$ cat config.mk
export PLATFORM = sky130hd
export DESIGN_NAME = spi_port_regs
export DESIGN_NICKNAME = d
export VERILOG_FILES = /design/src/include/spi_pkg.sv /design/src/include/spi_ident_if.sv /design/src/rtl/spi_ident_store.sv /design/src/rtl/spi_port_regs.sv
export SDC_FILE = /design/constraint.sdc
export NUM_CORES = 1
export LEC_CHECK = 0
export BUFFER_PORTS_ARGS = -buffer_cell sky130_fd_sc_hd__buf_2
export CAP_MARGIN = 20
export CORE_MARGIN = 2
export CORE_UTILIZATION = 50
export CTS_CLUSTER_DIAMETER = 120
export CTS_CLUSTER_SIZE = 12
export DETAILED_ROUTE_END_ITERATION = 16
export GPL_ROUTABILITY_DRIVEN = 0
export PLACE_DENSITY = 0.83
export SLEW_MARGIN = 20
export SYNTH_ARGS = -nofsm -noshare
export SYNTH_HDL_FRONTEND = slang
export SYNTH_SLANG_ARGS = --single-unit
$ cat constraint.sdc
create_clock -name mclk -period 1.7 [get_ports mclk]
set_clock_uncertainty 0.2 [all_clocks]
set_input_delay 0.34 -clock mclk [delete_from_list [all_inputs] [get_ports mclk]]
set_output_delay 0.34 -clock mclk [all_outputs]
set_load 0.05 [all_outputs]
$ cat src/include/spi_pkg.sv
// Package: offsets, fields, resets and request types for the port identity/command block
package spi_pkg;
   localparam logic [11:0] SPI_OFF_IDENT = 12'h000;
   localparam logic [11:0] SPI_OFF_CMD = 12'h004;
   localparam int SPI_MAKER_LSB = 0;
   localparam int SPI_PART_LSB = 16;
   localparam int SPI_CMD_IO_EN = 0;
   localparam int SPI_CMD_MEM_EN = 1;
   localparam int SPI_CMD_MASTER_EN = 2;
   localparam int SPI_CMD_PARITY_RESP = 6;
   localparam int SPI_CMD_SYS_ERR_EN = 8;
   localparam int SPI_CMD_INTX_DIS = 10;
   // Writable command bits; all others read zero
   localparam logic [15:0] SPI_CMD_WR_MASK = 16'h0547;
   localparam logic [15:0] SPI_CMD_RESET = 16'h0000;
   // Arbitrary neutral identifier defaults
   localparam logic [15:0] SPI_MAKER_RESET = 16'hA5A5;
   localparam logic [15:0] SPI_PART_RESET = 16'h5A5A;
   typedef enum logic [1:0] {
      SPI_REQ_MEM = 2'h0,
      SPI_REQ_IO = 2'h1,
      SPI_REQ_OTHER = 2'h2
   } spi_req_type;
endpackage

$ cat src/include/spi_ident_if.sv
// Interface: identifier override path between top and identifier store
`timescale 1ns/1ps
`default_nettype none
interface spi_ident_if;
   logic load;
   logic [15:0] load_maker;
   logic [15:0] load_part;
   logic [15:0] maker;
   logic [15:0] part;
   modport store (input load, input load_maker, input load_part, output maker, output part);
   modport user (output load, output load_maker, output load_part, input maker, input part);
endinterface
`default_nettype wire

$ cat src/rtl/spi_ident_store.sv
// Identifier store: reset defaults, replaceable only by sideband load
`timescale 1ns/1ps
`default_nettype none
module spi_ident_store
   import spi_pkg::*;
(
   input wire logic mclk,
   input wire logic rst_b,
   input wire logic clk_en,
   spi_ident_if.store idp
);
   // ==========================================
   // Identifier registers
   always_ff @(posedge mclk or negedge rst_b) begin
      if (!rst_b) begin
         idp.maker <= SPI_MAKER_RESET; // RL1
         idp.part <= SPI_PART_RESET; // RL2
      end else if (clk_en && idp.load) begin
         idp.maker <= idp.load_maker; // RL3
         idp.part <= idp.load_part; // RL3
      end
   end

   // ==========================================
   // Checks
   property p_maker_load;
      @(posedge mclk) disable iff (!rst_b)
      clk_en && idp.load |=> idp.maker == $past(idp.load_maker);
   endproperty
   a_maker_load: assert property (p_maker_load) else $error("maker load lost"); // RL3
   property p_part_load;
      @(posedge mclk) disable iff (!rst_b)
      clk_en && idp.load |=> idp.part == $past(idp.load_part);
   endproperty
   a_part_load: assert property (p_part_load) else $error("part load lost"); // RL3
   property p_maker_hold;
      @(posedge mclk) disable iff (!rst_b)
      !(clk_en && idp.load) |=> $stable(idp.maker);
   endproperty
   a_maker_hold: assert property (p_maker_hold) else $error("maker changed without load"); // RL1
   property p_part_hold;
      @(posedge mclk) disable iff (!rst_b)
      !(clk_en && idp.load) |=> $stable(idp.part);
   endproperty
   a_part_hold: assert property (p_part_hold) else $error("part changed without load"); // RL2
endmodule
`default_nettype wire

$ cat src/rtl/spi_port_regs.sv
// Port identity and command registers with request gating
//
// Functional notes
// RL1: Maker identifier read-only at 00h bits 15:0
// RL2: Part identifier read-only at 00h bits 31:16
// RL3: Identifiers replaceable by sideband or EEPROM load
// RL4: Bit 0 gates primary I/O response
// RL5: Bit 1 gates primary memory response
// RL6: Bit 2 clear blocks upstream, flags UR
// RL7: Non-posted UR request gets UR completion
// RL8: Bit 2 set forwards upstream memory/I/O
// RL9: Legacy command bits read as zero
// RL10: Bit 6 enables parity-error handling
// RL11: Bit 8 gates fatal/non-fatal error reporting
// RL12: Bit 10 suppresses own INTx generation
// RL13: INTx forwarding unaffected by bit 10
// RL14: Command bits reset to zero
// RL15: Bits 15:11 reserved, writes ignored
// RL16: Config writes to 00h ignored; reads current
`timescale 1ns/1ps
`default_nettype none
module spi_port_regs
   import spi_pkg::*;
(
   input wire logic mclk,
   input wire logic rst_b,
   input wire logic clk_en,
   // Configuration access from root complex, same clock
   input wire logic cfg_wr,
   input wire logic cfg_rd,
   input wire logic [11:0] cfg_addr,
   input wire logic [31:0] cfg_wdata,
   input wire logic [3:0] cfg_be,
   output logic [31:0] cfg_rdata,
   output logic cfg_rvalid,
   // Sideband identifier load (SMBus or EEPROM loader)
   input wire logic id_load,
   input wire logic [15:0] id_load_maker,
   input wire logic [15:0] id_load_part,
   // Primary-side request
   input wire logic pri_req,
   input wire spi_req_type pri_type,
   output logic pri_accept,
   // Downstream request heading upstream
   input wire logic dn_req,
   input wire spi_req_type dn_type,
   input wire logic dn_nonposted,
   output logic up_fwd,
   output logic dn_ur,
   output logic dn_ur_cpl,
   // Error and interrupt events
   input wire logic parity_err,
   input wire logic fatal_err,
   input wire logic nonfatal_err,
   input wire logic own_intx,
   input wire logic fwd_intx,
   output logic parity_act,
   output logic err_fatal_msg,
   output logic err_nonfatal_msg,
   output logic intx_msg,
   output logic intx_fwd_msg
);
   logic [15:0] cmd;
   logic [15:0] next_cmd;
   logic is_mem_io;
   spi_ident_if idb();

   // ==========================================
   // Identifier store
   assign idb.load = id_load;
   assign idb.load_maker = id_load_maker;
   assign idb.load_part = id_load_part;

   spi_ident_store u_ident (
      .mclk(mclk),
      .rst_b(rst_b),
      .clk_en(clk_en),
      .idp(idb.store)
   );

   // ==========================================
   // Command register
   always_comb begin
      next_cmd = cmd;
      if (cfg_wr && cfg_addr == SPI_OFF_CMD) begin
         // Only writable bits change; legacy and reserved stay zero
         if (cfg_be[0]) begin
            next_cmd[7:0] = cfg_wdata[7:0] & SPI_CMD_WR_MASK[7:0]; // RL9
         end
         if (cfg_be[1]) begin
            next_cmd[15:8] = cfg_wdata[15:8] & SPI_CMD_WR_MASK[15:8]; // RL15
         end
      end
   end

   always_ff @(posedge mclk or negedge rst_b) begin
      if (!rst_b) begin
         cmd <= SPI_CMD_RESET; // RL14
      end else if (clk_en) begin
         cmd <= next_cmd;
      end
   end

   // ==========================================
   // Read path
   always_ff @(posedge mclk or negedge rst_b) begin
      if (!rst_b) begin
         cfg_rdata <= 32'h0000_0000;
         cfg_rvalid <= 1'b0;
      end else if (clk_en) begin
         cfg_rvalid <= cfg_rd;
         if (cfg_rd) begin
            if (cfg_addr == SPI_OFF_IDENT) begin
               cfg_rdata <= {idb.part, idb.maker}; // RL16
            end else if (cfg_addr == SPI_OFF_CMD) begin
               // Status half lies outside this block, reads zero
               cfg_rdata <= {16'h0000, cmd};
            end else begin
               cfg_rdata <= 32'h0000_0000;
            end
         end
      end
   end

   // ==========================================
   // Request gating
   assign is_mem_io = (dn_type == SPI_REQ_MEM) || (dn_type == SPI_REQ_IO);

   always_ff @(posedge mclk or negedge rst_b) begin
      if (!rst_b) begin
         pri_accept <= 1'b0;
         up_fwd <= 1'b0;
         dn_ur <= 1'b0;
         dn_ur_cpl <= 1'b0;
      end else if (clk_en) begin
         pri_accept <= pri_req &&
            ((pri_type == SPI_REQ_IO && cmd[SPI_CMD_IO_EN]) || // RL4
             (pri_type == SPI_REQ_MEM && cmd[SPI_CMD_MEM_EN])); // RL5
         up_fwd <= dn_req && is_mem_io && cmd[SPI_CMD_MASTER_EN]; // RL8
         dn_ur <= dn_req && is_mem_io && !cmd[SPI_CMD_MASTER_EN]; // RL6
         dn_ur_cpl <= dn_req && is_mem_io && dn_nonposted && !cmd[SPI_CMD_MASTER_EN]; // RL7
      end
   end

   // ==========================================
   // Error and interrupt gating
   always_ff @(posedge mclk or negedge rst_b) begin
      if (!rst_b) begin
         parity_act <= 1'b0;
         err_fatal_msg <= 1'b0;
         err_nonfatal_msg <= 1'b0;
         intx_msg <= 1'b0;
         intx_fwd_msg <= 1'b0;
      end else if (clk_en) begin
         parity_act <= parity_err && cmd[SPI_CMD_PARITY_RESP]; // RL10
         err_fatal_msg <= fatal_err && cmd[SPI_CMD_SYS_ERR_EN]; // RL11
         err_nonfatal_msg <= nonfatal_err && cmd[SPI_CMD_SYS_ERR_EN]; // RL11
         intx_msg <= own_intx && !cmd[SPI_CMD_INTX_DIS]; // RL12
         // Forwarded INTx ignores the disable bit
         intx_fwd_msg <= fwd_intx; // RL13
      end
   end

   // ==========================================
   // Checks
   property p_ident_ro;
      @(posedge mclk) disable iff (!rst_b)
      !(clk_en && id_load) |=> $stable({idb.part, idb.maker});
   endproperty
   a_ident_ro: assert property (p_ident_ro) else $error("identifier changed"); // RL16
   property p_ident_rd;
      @(posedge mclk) disable iff (!rst_b)
      clk_en && cfg_rd && cfg_addr == SPI_OFF_IDENT
         |=> cfg_rdata == {$past(idb.part), $past(idb.maker)};
   endproperty
   a_ident_rd: assert property (p_ident_rd) else $error("identifier read wrong"); // RL16
   property p_rd_valid;
      @(posedge mclk) disable iff (!rst_b)
      clk_en |=> cfg_rvalid == $past(cfg_rd);
   endproperty
   a_rd_valid: assert property (p_rd_valid) else $error("read valid mistimed"); // RL16

   property p_legacy_zero;
      @(posedge mclk) disable iff (!rst_b)
      cmd[15:11] == 5'h00 && cmd[9] == 1'b0 && cmd[7] == 1'b0 && cmd[5:3] == 3'h0;
   endproperty
   a_legacy_zero: assert property (p_legacy_zero) else $error("legacy command bit set"); // RL9
   property p_cmd_rd;
      @(posedge mclk) disable iff (!rst_b)
      clk_en && cfg_rd && cfg_addr == SPI_OFF_CMD |=> cfg_rdata == {16'h0000, $past(cmd)};
   endproperty
   a_cmd_rd: assert property (p_cmd_rd) else $error("command read wrong"); // RL9
   property p_cmd_mask;
      @(posedge mclk) disable iff (!rst_b)
      clk_en && cfg_wr && cfg_addr == SPI_OFF_CMD && cfg_be[1:0] == 2'h3
         |=> cmd == ($past(cfg_wdata[15:0]) & SPI_CMD_WR_MASK);
   endproperty
   a_cmd_mask: assert property (p_cmd_mask) else $error("command write not masked"); // RL15
   property p_cmd_hold;
      @(posedge mclk) disable iff (!rst_b)
      !(clk_en && cfg_wr && cfg_addr == SPI_OFF_CMD) |=> $stable(cmd);
   endproperty
   a_cmd_hold: assert property (p_cmd_hold) else $error("command changed without write"); // RL15

   property p_io_gate;
      @(posedge mclk) disable iff (!rst_b)
      clk_en && pri_req && pri_type == SPI_REQ_IO
         |=> pri_accept == $past(cmd[SPI_CMD_IO_EN]);
   endproperty
   a_io_gate: assert property (p_io_gate) else $error("I/O response not per enable"); // RL4
   property p_mem_gate;
      @(posedge mclk) disable iff (!rst_b)
      clk_en && pri_req && pri_type == SPI_REQ_MEM
         |=> pri_accept == $past(cmd[SPI_CMD_MEM_EN]);
   endproperty
   a_mem_gate: assert property (p_mem_gate) else $error("memory response not per enable"); // RL5
   property p_ur;
      @(posedge mclk) disable iff (!rst_b)
      clk_en && dn_req && is_mem_io && !cmd[SPI_CMD_MASTER_EN] |=> dn_ur && !up_fwd;
   endproperty
   a_ur: assert property (p_ur) else $error("mastering off but no UR"); // RL6
   property p_ur_cpl;
      @(posedge mclk) disable iff (!rst_b)
      dn_ur_cpl |-> dn_ur;
   endproperty
   a_ur_cpl: assert property (p_ur_cpl) else $error("UR completion without UR"); // RL7
   property p_ur_cpl_send;
      @(posedge mclk) disable iff (!rst_b)
      clk_en && dn_req && is_mem_io && dn_nonposted && !cmd[SPI_CMD_MASTER_EN]
         |=> dn_ur_cpl;
   endproperty
   a_ur_cpl_send: assert property (p_ur_cpl_send) else $error("UR completion missing"); // RL7
   property p_fwd;
      @(posedge mclk) disable iff (!rst_b)
      clk_en && dn_req && is_mem_io && cmd[SPI_CMD_MASTER_EN] |=> up_fwd && !dn_ur;
   endproperty
   a_fwd: assert property (p_fwd) else $error("mastering on but not forwarded"); // RL8

   property p_serr;
      @(posedge mclk) disable iff (!rst_b)
      (err_fatal_msg || err_nonfatal_msg) |-> $past(cmd[SPI_CMD_SYS_ERR_EN]);
   endproperty
   a_serr: assert property (p_serr) else $error("error message while reporting off"); // RL11
   property p_serr_on;
      @(posedge mclk) disable iff (!rst_b)
      clk_en && cmd[SPI_CMD_SYS_ERR_EN]
         |=> err_fatal_msg == $past(fatal_err) && err_nonfatal_msg == $past(nonfatal_err);
   endproperty
   a_serr_on: assert property (p_serr_on) else $error("error message dropped"); // RL11
   property p_intx;
      @(posedge mclk) disable iff (!rst_b)
      intx_msg |-> !$past(cmd[SPI_CMD_INTX_DIS]);
   endproperty
   a_intx: assert property (p_intx) else $error("INTx while disabled"); // RL12
   property p_intx_on;
      @(posedge mclk) disable iff (!rst_b)
      clk_en && own_intx && !cmd[SPI_CMD_INTX_DIS] |=> intx_msg;
   endproperty
   a_intx_on: assert property (p_intx_on) else $error("own INTx dropped"); // RL12
   property p_fwd_intx;
      @(posedge mclk) disable iff (!rst_b)
      clk_en && fwd_intx |=> intx_fwd_msg;
   endproperty
   a_fwd_intx: assert property (p_fwd_intx) else $error("forwarded INTx dropped"); // RL13
   property p_fwd_intx_only;
      @(posedge mclk) disable iff (!rst_b)
      intx_fwd_msg |-> $past(fwd_intx);
   endproperty
   a_fwd_intx_only: assert property (p_fwd_intx_only) else $error("spurious forwarded INTx"); // RL13
   property p_parity;
      @(posedge mclk) disable iff (!rst_b)
      parity_act |-> $past(cmd[SPI_CMD_PARITY_RESP]);
   endproperty
   a_parity: assert property (p_parity) else $error("parity act while off"); // RL10
   property p_parity_on;
      @(posedge mclk) disable iff (!rst_b)
      clk_en && parity_err && cmd[SPI_CMD_PARITY_RESP] |=> parity_act;
   endproperty
   a_parity_on: assert property (p_parity_on) else $error("parity action dropped"); // RL10
endmodule
`default_nettype wire

* After elaboration in Yosys (flattened, before gate mapping)
Index checks and enable logic that the tools add are counted.
** Word-level totals
- Bits in registers :: 80
- Output and inout bits :: 42
- Word-level logic and storage cells :: 44
** Operators by class
- Eq/ne operators :: 3
- Multiplexer cells :: 2
- Reductions and logical operators :: 24
** Operators with widths (number)
- 32-bit 2-to-1 mux :: 1
- 1-bit logical AND :: 14
- 12-bit by 3-bit equality test with 1-bit output (second input constant) :: 1
- 12-bit zero test :: 1
- 11-bit 2-to-1 mux :: 1
- 3-bit AND reduction :: 2
- 2-bit by 1-bit equality test with 1-bit output (second input constant) :: 2
- 2-bit zero test :: 2
- 1-bit zero test :: 2
- 1-bit logical OR :: 2
- 2-bit AND reduction :: 1

* Logic depth before layout (Yosys ltp)
- Depth in word-level cells :: 5
- Mapped depth :: 4
- Mapped depth without buffers :: 3

* By module
A second synthesis with hierarchy kept.
** Second synthesis, totals
- Cells, all modules :: 224
- Area total of the unflattened synthesis :: 3352.0 um^2
** Modules (own cells, without submodules)
- spi_port_regs :: times used 1, cells an instance 156, area each 1986.9 um^2, seq. area each 1201.2 um^2
- spi_ident_store :: times used 1, cells an instance 68, area each 1365.1 um^2, seq. area each 820.8 um^2

* Worst setup path before layout
No wires, ideal clock.
- Path type :: input-to-reg
- From :: input port cfg_addr[10]
- To :: register cmd[10]
- Setup time :: 0.125 ns
- Arrival time :: 1.732 ns
- Data required time :: 1.375 ns
- Slack :: -0.357 ns
- Stages on the path :: 3
- Buffers on the path :: 0
- Cell sequence :: or4_4 or4_4 mux2_4
** Between the ends
- Cells in the longest elaborated chain, start to end :: 3
** Ends and longest elaborated chain
- start, declared :: RTL line spi_port_regs.sv:31 : input wire logic [11:0] cfg_addr,
- 12-bit by 3-bit equality test with 1-bit output :: RTL line spi_port_regs.sv:85 : if (cfg_wr && cfg_addr == SPI_OFF_CMD) begin
- 1-bit logical AND :: RTL line spi_port_regs.sv:85
- 3-bit AND reduction (no line)
- end signal, assigned :: RTL line spi_port_regs.sv:100 : cmd <= next_cmd;
- end, declared :: RTL line spi_port_regs.sv:63 : logic [15:0] cmd;
Every way passes these cells.
A chain may end at the register's enable or synchronous reset.

* Final worst setup path
- From :: input port cfg_addr[5]
- To :: register cfg_rdata[23]
** Between the ends
- Cells in the longest elaborated chain, start to end :: 2
** Ends and longest elaborated chain
- 12-bit zero test :: RTL line spi_port_regs.sv:113 : if (cfg_addr == SPI_OFF_IDENT) begin
- 32-bit 2-to-1 mux :: RTL line spi_port_regs.sv:113
- end signal, assigned :: RTL line spi_port_regs.sv:114 : cfg_rdata <= {idb.part, idb.maker};
- end signal, assigned :: RTL line spi_port_regs.sv:117 : cfg_rdata <= {16'h0000, cmd};
- end, declared :: RTL line spi_port_regs.sv:34 : output logic [31:0] cfg_rdata,
Every way passes these cells.

==> metrics.yaml <==
cts_buffer_depth: 2
netlist.area_leader.share_pct: 47.3
placed_cells: 448
critPathKind: "in -> reg"
slew_viol_final: 0
setup_viol: 38
cts_max_level: 3
crit_chain: "buf_6 -> or4_4 -> or4_4 -> buf_12 -> o21ai_2"
period_needed_ps: 1810
max_clock_freq_mhz: 552
drc_errors: 0
core_area_um2: 6460
ys_types: 24
die_area_um2: 7440
layout-drive-gt1-share_pct: 58.7
grt-ovfl-total: 0
crit_end: "cfg_rdata[23]"
die_width_um: 86.3
placed_cell_area_um2: 4090
top_layer_used: "met4"
drt-initial-drc-count: 80
cp_slowest_stage_delay_ps: 570
cts_buffers: 9
synthToLayoutAreaGrowth_pct: 29.0
finalCritPeriodShare_pct: 106
ant_nets: 0
finalHoldViolations: 0
critical_path_required_ps: 1780
fillers: 504
p_per_area_nw_per_um2: 942
synth_cells: 265
hold_path_class: "in -> reg"
tightest_slew_ps: 371
dp_hpwl_mm: 4.99
cts_root_buffer: "clkbuf_8"
fin_ws_ps: -110
first_pass_iters: 4
synth.avg_cell_area_um2: 12.8
slew_headroom_pct: 75.3
antenna_cells: 0
pin_count: 140
status: "finished with violations"
ff2ff_path_depth: 2
synth_warnings: 0
num-nets-final: 481
layout_common_cells: "106 x buf_2, 64 x dfrtp_1, 35 x nand2_1, 34 x mux2_2, 31 x o21ai_2"
crit_cells: 5
wl_met3_um: 524
rows: 29
design_area_um2: 4360
die_y_um: 86.3
seq_area_frac_synth_pct: 59.8
wl_met2_mm: 3.49
synth_area_leaders: "dfrtp_1 47%, mux2_2 13%, dfstp_2 12%, o21ai_2 7.8%, nand2b_1 5.0%"
fin_cells: 464
ys_ff_latch: 80
power_leakage_nw: 2.18
syn_nets: 363
wl_mm: 7.04
viasPerCell: 5.11
mostFrequentLayoutCell: "buf_2"
dr_total_vias: 2371
grt_usage_pct: 20.6
cp_data_arrival_time_ps: 1890
drv_cap: 0
initial_utilization_pct: 52.4
cp_common_cell: "or4_4"
cts.clk_slew.worst_paths_ps: 80
crit_path_end_kind: "flip-flop"
drt-met1-wl_mm: 2.93
grt_pass1_vias: 2416
antenna_found_initial: 0
grt_pass1_wl_mm: 11.6
timing.rr.end: "dn_ur"
cts_tree: "done"
r2r_start: "cmd[2]"
cp_top_family: "simple AND/OR/NAND/NOR gates"
cp_max_fo: 18
synth_largest_area_cell: "dfrtp_1"
clkSinkCount: 80
violations: "setup timing"
critical_path.startpoint: "cfg_addr[5]"
crit_buf_inv: 2
synth_area_um2: 3380
rsz0062_at_grt: "true"
critPathSlowestCell: "or4_4"
reg2reg_slack_ps: 620
grt_max_degree: 70
vdd_drop_max_uv: 529
port_buffers: 110
clk_latency_ps: 350
cp-start-kind: "input pin"
wl_per_cell_um: 15.2
## final cells by class
| cell class | instances | area, um^2 | share of cell area [%] |
|---|---|---|---|
| Multi-Input combinational cell | 164 | 1290 | 29.6 |
| Tap cell | 77 | 96.3 | 2.21 |
| Inverter | 7 | 26.3 | 0.602 |
| Clock buffer | 12 | 155 | 3.56 |
| Sequential cell | 80 | 2020 | 46.3 |
| Clock inverter | 3 | 65.1 | 1.49 |
| Timing Repair Buffer | 121 | 707 | 16.2 |
## stage by stage
step	hold slack [ps]	power [mW]	setup TNS [ps]	setup slack (ps)	util, %
CTS	4.58	4.15	-2990	-103	67.6
floorplan	-156	2.41	-11070	-302	-
detailed placement	-5.56	2.60	-17140	-494	63.3
global placement	-7.74	2.58	-16250	-470	63.3
finish	19.0	4.11	-3450	-110	67.6
global route	2.10	4.30	-3690	-127	67.6
## timing repair
item,4_1_cts,5_1_grt
gates resized for setup,9,0
pin swaps,1,1
endpoints found under the hold margin,68,0
hold buffers,1,0
setup buffers,0,0
setup endpoints to repair,38,38
## routing by layer
layer  vias up  GRT usage [%]
met1      1147           25.2
li1       1136              -
met3         8           7.81
met4         0           7.10
met5         -              0
met2        80           33.7
## sequential cells by signal, indices dropped and copies added, names as in the netlist
register           count
cmd                    6
cfg_rvalid             1
parity_act             1
err_nonfatal_msg       1
dn_ur                  1
up_fwd                 1
err_fatal_msg          1
cfg_rdata             32
intx_fwd_msg           1
intx_msg               1
pri_accept             1
dn_ur_cpl              1
u_ident.idp.part      16
u_ident.idp.maker     16
## where the power goes
group	internal (mW)	switching (mW)	leakage [nW]	total (mW)
Combinational	0.220	0.218	1.04	0.437
Sequential	2.07	0.0593	1.02	2.13
Clock	0.898	0.649	0.112	1.55
Total	3.18	0.926	2.18	4.11
## synthesized netlist by cell type
library cell and n:
buf_6 3, dfrtp_1 64, nand3b_1 2, mux2_4 2
or4_1 1, nand2b_1 27, dfstp_2 16, nand3_1 3
or4_4 3, mux2_2 38, a31o_2 1, mux2i_1 7
clkbuf_1 8, nand4_1 2, o22ai_1 2, inv_1 7
nor4_2 1, nand2_1 35, o21ai_0 7, nor2_1 1
buf_1 3, nor2b_1 1, or3_1 1, o21ai_2 30
## cell families (layout without fill, tap and decap cells)
| group | after synthesis | after routing | share of synthesized area (%) |
|---|---|---|---|
| AO/OA/AOI/OAI | 40 | 40 | 9.43 |
| buffers and inverters | 21 | 143 | 3.00 |
| flip-flops | 80 | 80 | 59.8 |
| multiplexers | 47 | 47 | 15.6 |
| AND/OR/NAND/NOR | 77 | 77 | 12.2 |
## worst min-delay path by stage
stage / start / to / cells past startpoint
after floorplan: rst_b / cfg_rdata[0] / 0
after global placement: rst_b / u_ident.idp.maker[3] / 1
after global routing: fwd_intx / intx_fwd_msg / 2
after CTS: id_load_maker[3] / u_ident.idp.maker[3] / 2
after detailed placement: rst_b / u_ident.idp.maker[3] / 1
final: id_load_maker[3] / u_ident.idp.maker[3] / 2
Power figures use the tool's default switching activity.
